## src/rtl/pmrb_pkg.sv

```systemverilog
/*
 * package for the power monitor register bank: pointer map, field layout,
 * reset values, timing counts and the carrier structs.
 * assumes a 20 MHz system clock and a byte-wide serial front end outside.
 */
// Functional notes
// - defaults convert shunt and bus continuously
// - current and power zero while calibration zero
// - all registers volatile, defaults at power-up
// - registers move as two bytes, high first
// - config reads have no side effect
// - config write halts conversion, then restarts
// - bit 15 write resets everything, self-clears
// - bits 14:12 fixed at 100, writes ignored
// - bits 11:9 select 1 to 1024 averages
// - pointers 1,2 hold averaged voltages, read-only
// - pointers 3,4 hold power and current, read-only
// - pointer 5 holds read/write calibration
// - pointer 6 holds alert select, ready flag
// - pointer 7 holds read/write alert limit
// - pointer FF returns text die identifier
// - conversion time codes map 140us to 8.244ms
// - mode bits select power-down, triggered, continuous
// - current equals shunt times calibration over 2048
// - power equals current times bus over 20000
package pmrb_pkg;
    // pointer values
    localparam logic [7:0] PTR_CONFIG = 8'h00;
    localparam logic [7:0] PTR_SHUNT = 8'h01;
    localparam logic [7:0] PTR_BUS = 8'h02;
    localparam logic [7:0] PTR_POWER = 8'h03;
    localparam logic [7:0] PTR_CURRENT = 8'h04;
    localparam logic [7:0] PTR_CALIB = 8'h05;
    localparam logic [7:0] PTR_MASK = 8'h06;
    localparam logic [7:0] PTR_LIMIT = 8'h07;
    localparam logic [7:0] PTR_DIE_IDENTIFIER = 8'hFF;
    // configuration field positions
    localparam int CFG_RST_BIT = 15;
    localparam int CFG_AVG_LSB = 9;
    localparam int CFG_BUS_CT_LSB = 6;
    localparam int CFG_SHUNT_CT_LSB = 3;
    localparam int CFG_MODE_LSB = 0;
    localparam logic [15:0] CFG_FIXED_MASK = 16'h7000;
    localparam logic [15:0] CFG_FIXED_VAL = 16'h4000;
    localparam logic [15:0] CFG_RW_MASK = 16'h0FFF;
    // mask/enable: conversion ready flag position
    localparam int MASK_READY_BIT = 3;
    localparam logic [15:0] MASK_RW_MASK = 16'hFFF0;
    // reset values
    localparam logic [15:0] CFG_RESET = 16'h4127;
    localparam logic [15:0] ZERO_RESET = 16'h0000;
    // die identifier: arbitrary text pair "PM"
    localparam logic [15:0] DIE_IDENTIFIER_VALUE = 16'h504D;
    // arithmetic scale factors
    localparam int CURRENT_SHIFT = 11;
    localparam logic [31:0] POWER_DIVISOR = 32'h0000_4E20;
    // clock and conversion times in nanoseconds
    localparam int CLK_HZ = 20_000_000;
    localparam int CLK_PERIOD_NS = 50;
    localparam int CT_NS [8] = '{140_000, 204_000, 332_000, 588_000,
                                 1_100_000, 2_116_000, 4_156_000, 8_244_000};
    localparam int CT_CYCLES [8] = '{CT_NS[0] / CLK_PERIOD_NS, CT_NS[1] / CLK_PERIOD_NS,
                                     CT_NS[2] / CLK_PERIOD_NS, CT_NS[3] / CLK_PERIOD_NS,
                                     CT_NS[4] / CLK_PERIOD_NS, CT_NS[5] / CLK_PERIOD_NS,
                                     CT_NS[6] / CLK_PERIOD_NS, CT_NS[7] / CLK_PERIOD_NS};
    localparam int CNT_W = 18;
    // averaging exponent per code: 1,4,16,64,128,256,512,1024
    localparam int AVG_LOG2 [8] = '{0, 2, 4, 6, 7, 8, 9, 10};

    // conversion sequencer states
    typedef enum logic [1:0] {PMRB_IDLE, PMRB_SHUNT, PMRB_BUS, PMRB_CALC} pmrb_state_t;

    // byte bus from the serial front end
    typedef struct packed {
        logic start;      // new transaction, next write byte is the pointer
        logic wr;         // write byte strobe
        logic rd;         // read byte strobe
        logic [7:0] data; // write data
    } pmrb_req_t;

    // raw samples from the converter
    typedef struct packed {
        logic signed [15:0] shunt;
        logic [15:0] bus;
    } pmrb_sample_t;
endpackage : pmrb_pkg
```

## src/rtl/pmrb_bank.sv

```systemverilog
/*
 * power monitor register bank: pointer addressed 16-bit registers,
 * conversion sequencer with averaging and the current/power arithmetic.
 * assumes a serial front end that delivers bytes as one-cycle strobes on
 * sys_clk and an analog front end whose samples are stable when read.
 */
module pmrb_bank (
    input wire logic sys_clk,                      // 20 MHz system clock
    input wire logic rst,                          // synchronous reset, active high
    input wire pmrb_pkg::pmrb_req_t req,           // byte requests from serial logic
    input wire logic xfer_end,                     // stop condition, one-cycle pulse
    input wire pmrb_pkg::pmrb_sample_t sample,     // raw converter samples
    output logic [7:0] rd_data,                    // read byte, valid after rd
    output logic [15:0] config_out,                // live configuration word
    output logic conv_busy,                        // conversion sequencer active
    output logic conv_ready                        // conversion ready flag
);
    import pmrb_pkg::*;

    // register state
    logic [7:0] ptr_r, ptr_nxt;              // selected register
    logic [1:0] phase_r, phase_nxt;          // 0 pointer, 1 high byte, 2 low byte
    logic [7:0] hold_r, hold_nxt;            // high write byte awaiting low byte
    logic [7:0] rlow_r, rlow_nxt;            // low read byte captured with high byte
    logic [7:0] rd_r, rd_nxt;
    logic [15:0] cfg_r, cfg_nxt;
    logic [15:0] shunt_r, shunt_nxt;
    logic [15:0] bus_r, bus_nxt;
    logic [15:0] power_r, power_nxt;
    logic [15:0] current_r, current_nxt;
    logic [15:0] cal_r, cal_nxt;
    logic [15:0] mask_r, mask_nxt;
    logic [15:0] limit_r, limit_nxt;
    logic cfg_wr_r, cfg_wr_nxt;              // config written, restart pending
    logic ready_r, ready_nxt;
    // sequencer state
    pmrb_state_t st_r, st_nxt;
    logic [CNT_W-1:0] tmr_r, tmr_nxt;        // conversion time counter
    logic [10:0] smp_r, smp_nxt;             // samples taken in this average
    logic signed [26:0] acc_sh_r, acc_sh_nxt;
    logic [26:0] acc_bus_r, acc_bus_nxt;
    logic busy_r, busy_nxt;

    // combinational helpers
    logic [15:0] sel_word;
    logic [15:0] wr_word;
    logic wr_full;
    logic [2:0] mode;
    logic [10:0] avg_n;
    logic [31:0] cur_prod;
    logic [31:0] pow_prod;
    logic cfg_write;                         // full word landing on the configuration
    logic soft_rst;                          // reset bit written as one
    logic publish;                           // averaged result lands this cycle

    // read mux; reading alters no register contents except the ready flag on a mask read
    // an if chain keeps every undefined pointer on the final else
    always_comb begin
        if (ptr_r == PTR_CONFIG) begin
            sel_word = cfg_r;
        end else if (ptr_r == PTR_SHUNT) begin
            sel_word = shunt_r;
        end else if (ptr_r == PTR_BUS) begin
            sel_word = bus_r;
        end else if (ptr_r == PTR_POWER) begin
            sel_word = power_r;
        end else if (ptr_r == PTR_CURRENT) begin
            sel_word = current_r;
        end else if (ptr_r == PTR_CALIB) begin
            sel_word = cal_r;
        end else if (ptr_r == PTR_MASK) begin
            sel_word = mask_r;
        end else if (ptr_r == PTR_LIMIT) begin
            sel_word = limit_r;
        end else if (ptr_r == PTR_DIE_IDENTIFIER) begin
            sel_word = DIE_IDENTIFIER_VALUE;
        end else begin
            sel_word = ZERO_RESET;
        end
    end

    // arithmetic: products sized for full 16x16 range
    always_comb begin
        mode = cfg_r[CFG_MODE_LSB +: 3];
        avg_n = 11'(1 << AVG_LOG2[cfg_r[CFG_AVG_LSB +: 3]]);
        cur_prod = 32'($signed(shunt_r) * $signed({1'b0, cal_r}));
        pow_prod = 32'(current_r) * 32'(bus_r);
        wr_word = {hold_r, req.data};
        wr_full = req.wr && (phase_r == 2'd2);
        // only the configuration pointer may halt the sequencer; writes to
        // calibration or limits must not stretch a conversion in progress
        cfg_write = wr_full && (ptr_r == PTR_CONFIG);
        // the reset bit acts at the edge of the low byte, so bit 15 never
        // becomes visible in the configuration word
        soft_rst = cfg_write && hold_r[CFG_RST_BIT - 8];
    end

    // byte protocol, register writes and sequencer next state
    always_comb begin
        ptr_nxt = ptr_r;
        phase_nxt = phase_r;
        hold_nxt = hold_r;
        rlow_nxt = rlow_r;
        rd_nxt = rd_r;
        cfg_nxt = cfg_r;
        shunt_nxt = shunt_r;
        bus_nxt = bus_r;
        power_nxt = power_r;
        current_nxt = current_r;
        cal_nxt = cal_r;
        mask_nxt = mask_r;
        limit_nxt = limit_r;
        cfg_wr_nxt = cfg_wr_r;
        ready_nxt = ready_r;
        st_nxt = st_r;
        tmr_nxt = tmr_r;
        smp_nxt = smp_r;
        acc_sh_nxt = acc_sh_r;
        acc_bus_nxt = acc_bus_r;
        busy_nxt = busy_r;
        publish = 1'b0;
        // first write byte of a transaction is the pointer
        if (req.start) begin
            phase_nxt = 2'd0;
        end else if (req.wr) begin
            if (phase_r == 2'd0) begin
                ptr_nxt = req.data;
                phase_nxt = 2'd1;
            end else if (phase_r == 2'd1) begin
                hold_nxt = req.data;
                phase_nxt = 2'd2;
            end else begin
                phase_nxt = 2'd1;                            // next word pair
            end
        end
        // reads: high byte first, low byte captured for coherence
        if (req.rd) begin
            if (phase_r == 2'd2) begin
                rd_nxt = rlow_r;
                phase_nxt = 2'd1;
            end else begin
                rd_nxt = sel_word[15:8];
                rlow_nxt = sel_word[7:0];
                phase_nxt = 2'd2;
            end
        end
        // full word writes; read-only pointers ignore data
        if (wr_full) begin
            if (ptr_r == PTR_CONFIG) begin
                cfg_nxt = (wr_word & CFG_RW_MASK) | CFG_FIXED_VAL;
                cfg_wr_nxt = 1'b1;
                st_nxt = PMRB_IDLE;
                busy_nxt = 1'b0;
            end else if (ptr_r == PTR_CALIB) begin
                cal_nxt = wr_word;
            end else if (ptr_r == PTR_MASK) begin
                mask_nxt = (wr_word & MASK_RW_MASK) | (mask_r & ~MASK_RW_MASK);
            end else if (ptr_r == PTR_LIMIT) begin
                limit_nxt = wr_word;
            end
        end
        // conversion sequencer, stalled while a config write is open
        // a config write has already parked the sequencer at idle, so the
        // conversion after the stop starts from scratch with the new settings
        if (!(cfg_wr_r || cfg_write)) begin
            case (st_r)
                PMRB_IDLE: begin
                    if (mode[1:0] != 2'b00) begin
                        st_nxt = mode[0] ? PMRB_SHUNT : PMRB_BUS;
                        tmr_nxt = mode[0] ? CNT_W'(CT_CYCLES[cfg_r[CFG_SHUNT_CT_LSB +: 3]])
                                          : CNT_W'(CT_CYCLES[cfg_r[CFG_BUS_CT_LSB +: 3]]);
                        smp_nxt = 11'h000;
                        acc_sh_nxt = 27'sh0;
                        acc_bus_nxt = 27'h0;
                        busy_nxt = 1'b1;
                    end
                end
                PMRB_SHUNT: begin
                    if (tmr_r > CNT_W'(1)) begin
                        tmr_nxt = tmr_r - CNT_W'(1);
                    end else begin
                        acc_sh_nxt = acc_sh_r + 27'(sample.shunt);
                        st_nxt = mode[1] ? PMRB_BUS : PMRB_CALC;
                        tmr_nxt = mode[1] ? CNT_W'(CT_CYCLES[cfg_r[CFG_BUS_CT_LSB +: 3]])
                                          : tmr_r;
                        if (!mode[1]) begin
                            smp_nxt = smp_r + 11'h001;
                        end
                    end
                end
                PMRB_BUS: begin
                    if (tmr_r > CNT_W'(1)) begin
                        tmr_nxt = tmr_r - CNT_W'(1);
                    end else begin
                        acc_bus_nxt = acc_bus_r + 27'({1'b0, sample.bus[14:0]});
                        smp_nxt = smp_r + 11'h001;
                        st_nxt = PMRB_CALC;
                    end
                end
                default: begin
                    // more samples needed before publishing an average
                    if (smp_r < avg_n) begin
                        st_nxt = mode[0] ? PMRB_SHUNT : PMRB_BUS;
                        tmr_nxt = mode[0] ? CNT_W'(CT_CYCLES[cfg_r[CFG_SHUNT_CT_LSB +: 3]])
                                          : CNT_W'(CT_CYCLES[cfg_r[CFG_BUS_CT_LSB +: 3]]);
                    end else begin
                        if (mode[0]) begin
                            shunt_nxt = 16'(acc_sh_r >>> AVG_LOG2[cfg_r[CFG_AVG_LSB +: 3]]);
                        end
                        if (mode[1]) begin
                            bus_nxt = 16'(acc_bus_r >> AVG_LOG2[cfg_r[CFG_AVG_LSB +: 3]]);
                        end
                        ready_nxt = 1'b1;
                        publish = 1'b1;
                        busy_nxt = 1'b0;
                        // triggered mode falls back to power-down afterwards
                        if (!mode[2]) begin
                            cfg_nxt = {cfg_r[15:3], 3'b000};
                        end
                        st_nxt = PMRB_IDLE;
                    end
                end
            endcase
        end
        // current and power follow results; zero with no calibration
        if (cal_r == ZERO_RESET) begin
            current_nxt = ZERO_RESET;
            power_nxt = ZERO_RESET;
        end else begin
            current_nxt = cur_prod[CURRENT_SHIFT +: 16];
            power_nxt = 16'(pow_prod / POWER_DIVISOR);
        end
        // new conversion starts once the write sequence has closed
        if (xfer_end) begin
            cfg_wr_nxt = 1'b0;
        end
        // ready flag clears on reading the mask register; a result landing in
        // the same cycle wins, so no completion is ever lost to a read
        if (req.rd && phase_r != 2'd2 && ptr_r == PTR_MASK && !publish) begin
            ready_nxt = 1'b0;
        end
        mask_nxt[MASK_READY_BIT] = ready_nxt;
    end

    // registers; reset and the self-clearing reset bit share defaults
    always_ff @(posedge sys_clk) begin
        // a soft reset restores every default, like power-up; it still counts
        // as a config write, so conversion waits for the stop as usual
        if (rst || soft_rst) begin
            ptr_r <= PTR_CONFIG;
            phase_r <= 2'd0;
            hold_r <= 8'h00;
            rlow_r <= 8'h00;
            rd_r <= 8'h00;
            cfg_r <= CFG_RESET;
            shunt_r <= ZERO_RESET;
            bus_r <= ZERO_RESET;
            power_r <= ZERO_RESET;
            current_r <= ZERO_RESET;
            cal_r <= ZERO_RESET;
            mask_r <= ZERO_RESET;
            limit_r <= ZERO_RESET;
            cfg_wr_r <= !rst;
            ready_r <= 1'b0;
            st_r <= PMRB_IDLE;
            tmr_r <= '0;
            smp_r <= 11'h000;
            acc_sh_r <= 27'sh0;
            acc_bus_r <= 27'h0;
            busy_r <= 1'b0;
        end else begin
            ptr_r <= ptr_nxt;
            phase_r <= phase_nxt;
            hold_r <= hold_nxt;
            rlow_r <= rlow_nxt;
            rd_r <= rd_nxt;
            cfg_r <= cfg_nxt;
            shunt_r <= shunt_nxt;
            bus_r <= bus_nxt;
            power_r <= power_nxt;
            current_r <= current_nxt;
            cal_r <= cal_nxt;
            mask_r <= mask_nxt;
            limit_r <= limit_nxt;
            cfg_wr_r <= cfg_wr_nxt;
            ready_r <= ready_nxt;
            st_r <= st_nxt;
            tmr_r <= tmr_nxt;
            smp_r <= smp_nxt;
            acc_sh_r <= acc_sh_nxt;
            acc_bus_r <= acc_bus_nxt;
            busy_r <= busy_nxt;
        end
    end

    // outputs straight from flip-flops
    // no logic sits between a register and a port, so the serial front end
    // sees settled values from the edge after each strobe
    always_comb begin
        rd_data = rd_r;
        config_out = cfg_r;
        conv_busy = busy_r;
        conv_ready = ready_r;
    end
endmodule // pmrb_bank

```

## config.mk

```make
export PLATFORM = sky130hd
export DESIGN_NAME = pmrb_bank
export DESIGN_NICKNAME = d
export VERILOG_FILES = /design/src/rtl/pmrb_pkg.sv /design/src/rtl/pmrb_bank.sv
export SDC_FILE = /design/constraint.sdc
export NUM_CORES = 2
export LEC_CHECK = 0
export ABC_AREA = 0
export BUFFER_PORTS_ARGS = -buffer_cell sky130_fd_sc_hd__buf_4
export CAP_MARGIN = 5
export CORE_ASPECT_RATIO = 0.6
export CORE_MARGIN = 4
export CORE_UTILIZATION = 40
export CTS_BUF_LIST = sky130_fd_sc_hd__clkbuf_4
export CTS_CLUSTER_SIZE = 14
export DETAILED_ROUTE_END_ITERATION = 8
export GPL_TIMING_DRIVEN = 0
export PLACE_DENSITY_LB_ADDON = 0.3
export REMOVE_ABC_BUFFERS = 1
export SETUP_SLACK_MARGIN = 0.05
export SLEW_MARGIN = 10
export SYNTH_ARGS = -nofsm -noshare
export SYNTH_HDL_FRONTEND = slang
export SYNTH_SLANG_ARGS = --single-unit
```

## constraint.sdc

```tcl
create_clock -name sys_clk -period 19.6 [get_ports sys_clk]
set_clock_uncertainty 0.15 [all_clocks]
set_input_delay 2.94 -clock sys_clk [delete_from_list [all_inputs] [get_ports sys_clk]]
set_output_delay 2.94 -clock sys_clk [all_outputs]
set_load 0.005 [all_outputs]
```

==> impl_results.md <==
* Status: finished with violations
* Violated checks: setup timing
* Final WL at ~130000 microns
* Worst Path Arrival at ~22 ns
* Placed Cells at approximately 5.8k
* Via count at 36.5k
* Slowest-stage cell, CP: or4b_4
* H-tree Lvls at 2
* Pleak at 19.8 nW
* Final setup viols at 3
* Synth Area in Adders at 28.6%
* Core box area at roughly 94000 sq um
* Final cell count without fillers at around 6.3k
* Syn Area/Cell at approximately 8 sq um
* Crit Path Category: reg2reg
* Synth Area in Compound Gates at approximately a fifth
* Clock sink count at approximately 250
* Largest net degree at the start of global routing at 73
* CTS buffer count at 60
* Post-synthesis mux area share at roughly 3.8%
* Slew margin rel. at about 16%
* Synth Area in XOR/XNOR at 4.63%
* # DRC at 0
* Vias per cell at 5.82
* Period Utilization, post-route at 111%
* Die height at between 200 and 250 microns
* Simple-gate share of the synthesized area at ~22%
* Worst Setup End Kind: register
* Synth unique cells at ~140
* Gr ovfl total at 0
* Post-DP HPWL at 89400 microns
* Most used DFF post-synth: dfxtp_1
* Post-Syn Area at about 38000 sq um
* Register Area at ~5100 sq um
* IO Port Bufs at 70
* Root Buffer: clkbuf_4
* Area of the multi-input gates at ~33000 sq um
* Worst endpoint required time at 20.13 ns
* Site Rows at slightly below 90
* Peak Freq at around 46 MHz
* Max-cap violations at 0
* Peak VDD IR at roughly 32 uV
* Sequential share of the synthesized area at 13.0%
* Largest family of logic cells by synthesized area: adder cells
* Initial detailed-routing violation count at about 4k
* Placed Area at 39200 sq um
* Setup ws final at -2.11 ns
* Fraction of registers with async set/reset at 0%
* Crit path time final at 21.71 ns
* Area grow syn2layout at 19.8%
* I/O pins at between 70 and 80
* Synth Register Bits at between 200 and 250
* Starting Density at 40.3%
* Clk buf depth at 3
* Number of flops mapped to enable cells by yosys at 1
* Slowest stage delay, CP at roughly 0.60 ns
* Initial antenna violation count at 3
* CTS tree: done
* First-pass GRT wire length at around 200000 microns
* Power density over the cells at roughly 25 nW/um^2
* Min-delay worst type: reg2reg
* RSZ-0062 raised after global routing: true
* Routed Antenna Nets at 0
* Worst Tran Pin Value at about 1.2 ns
* Syn Inst Count at around 4.8k
* Worst skew pair latency at about 0.79 ns
* Worst-path clk slew at 0.08 ns
* Fillers at roughly 9k
* WL/cell at a little over 20 microns
* Startpoint types: register
* Placer congestion estimate at around 0.94
* Total GRT Usage at between 20% and 30%
* Share of cells above drive strength 1 at between 15 and 20%
* Final hold vios at 0
* Ys Warns at 0
* Max Slew Vio Count at 0
* Final Net Count at 5662
* Fin Hold WS at approximately 0.3 ns
* Finished Cell Area at approximately 45000 sq um
* Full die area at 99700 sq um
* First-pass DRT Iterations at 7
* Via count of the first global-routing pass at ~34k
* Chip Width at 405 microns
* Place WS at -7.11 ns
* Worst Path Max Fanout at 7
-- logic make-up after synthesis --
family / count (synthesis)
AND/OR/NAND/NOR: 1727
AO/OA/AOI/OAI: 1089
buffers and inverters: 734
adder cells (fa/ha/maj): 638
flip-flops: 246
XOR/XNOR: 192
multiplexers: 137
other: 1
-- sequential cells by signal, summed over array words and instances, names as in the netlist, 2 cells and up --
signal      count
bus_r          16
current_r      16
tmr_r          18
limit_r        16
rd_data         8
hold_r          8
cal_r          16
rlow_r          8
acc_sh_r       27
phase_r         2
acc_bus_r      27
ptr_r           8
smp_r          11
mask_r         13
config_out     16
shunt_r        16
st_r            2
power_r        16
-- through the flow --
stage / TNS (ns) / utilization (%) / total power [mW]
after floorplan: -5.10 / - / 0.637
after global placement: -30.37 / 41.4 / 0.688
after detailed placement: -28.05 / 41.7 / 0.692
after CTS: -2.96 / 46.3 / 1.14
after global routing: -5.96 / 48.3 / 1.19
final: -4.53 / 48.3 / 1.14
-- worst max-delay path, delay by kind of cell, from the launching register on --
family                   cells  cell delay [ns]
flip-flops                   1             0.40
AO/OA/AOI/OAI               31             7.68
XOR/XNOR                     4             0.80
AND/OR/NAND/NOR             20             5.05
buffers and inverters       16             2.27
multiplexers                 6             1.83
adder cells (fa/ha/maj)      7             3.41
-- cells in the final DEF, fill, tap and decap left out, types with 16 or more instances in the layout --
| cell | synthesis | routed |
|---|---|---|
| xor2_1 | 56 | 51 |
| a21oi_1 | 346 | 313 |
| o21ai_0 | 116 | 91 |
| o21bai_1 | 34 | 34 |
| or2_2 | 18 | 17 |
| and3_1 | 26 | 22 |
| xnor2_4 | 1 | 16 |
| dfxtp_1 | 245 | 212 |
| a22oi_1 | 52 | 50 |
| a21o_1 | 39 | 34 |
| ha_1 | 249 | 229 |
| buf_4 | 2 | 365 |
| nand2_1 | 640 | 626 |
| nor2_1 | 345 | 326 |
| a211oi_1 | 92 | 85 |
| nand4_1 | 32 | 32 |
| o21ai_1 | 27 | 27 |
| nand2b_1 | 45 | 42 |
| nand3_1 | 93 | 85 |
| buf_6 | 6 | 25 |
| or3_1 | 22 | 16 |
| a31oi_1 | 31 | 23 |
| a21oi_2 | 4 | 24 |
| fa_1 | 382 | 370 |
| nor3_1 | 90 | 74 |
| nor4_1 | 24 | 18 |
| and2_1 | 273 | 264 |
| xnor2_1 | 128 | 104 |
| o21ai_2 | 4 | 23 |
| o211ai_1 | 48 | 48 |
| dfxtp_4 | 0 | 30 |
| nor2b_1 | 26 | 22 |
| mux2i_1 | 113 | 108 |
| o21a_1 | 20 | 16 |
| inv_1 | 478 | 473 |
| clkbuf_4 | 0 | 87 |
-- layout make-up --
cell class	instances	share of cell area, %
flip-flops and latches	246	11.1
clock buffers	86	1.42
clock inverters	20	0.306
diodes	1	0.00552
repair buffers	413	7.57
inverters	478	3.96
well taps	1246	3.44
multi-input cells	3786	72.1
-- path summary, 6_finish.rpt --
check	start	to	slack (ns)	depth (start not counted)
worst max-delay path	current_r[12]	power_r[0]	-2.11	84
worst min-delay path	limit_r[0]	limit_r[0]	0.31	2
worst max register to register	current_r[12]	power_r[0]	-2.11	84
worst min register to register	limit_r[0]	limit_r[0]	0.31	2
-- synth_stat cells (32+ instances only) --
cell type,instances,area share [%]
inv_1,478,4.7
ha_1,249,8.2
o21bai_1,34,0.67
o21ai_0,116,1.5
nor3_1,90,1.2
and2_1,273,4.5
nor2_1,345,3.4
nand3_1,93,1.2
dfxtp_1,245,13
nand2b_1,45,0.74
xor2_1,56,1.3
xnor2_1,128,3.0
fa_1,382,20
a22oi_1,52,1.0
a211oi_1,92,1.8
mux2i_1,113,3.0
o211ai_1,48,0.95
a21oi_1,346,4.6
nand4_1,32,0.53
clkbuf_1,203,2.0
a21o_1,39,0.77
nand2_1,640,6.4
-- routing by layer --
| layer | global-route usage, % | routed length [microns] | vias to the layer above |
|---|---|---|---|
| met4 | 3.47 | 1600 | 2 |
| met2 | 32.0 | 49100 | 1810 |
| li1 | - | - | 16800 |
| met1 | 39.1 | 61300 | 17700 |
| met3 | 6.67 | 14800 | 143 |
| met5 | 0.292 | 17 | - |
-- power breakdown --
part           internal, mW  switching [mW]
Combinational        0.0579          0.0981
Clock                 0.228           0.235
Sequential            0.508          0.0161
Total                 0.794           0.349
-- timing repair --
action                                  CTS  global route
gates cloned                              1             0
endpoints found under the setup margin    7             4
pin swaps                               133           176
hold buffers                              0             0
setup buffers                           215           116
gates resized for setup                 379           206
No activity file was read; power rests on OpenSTA's default activity.
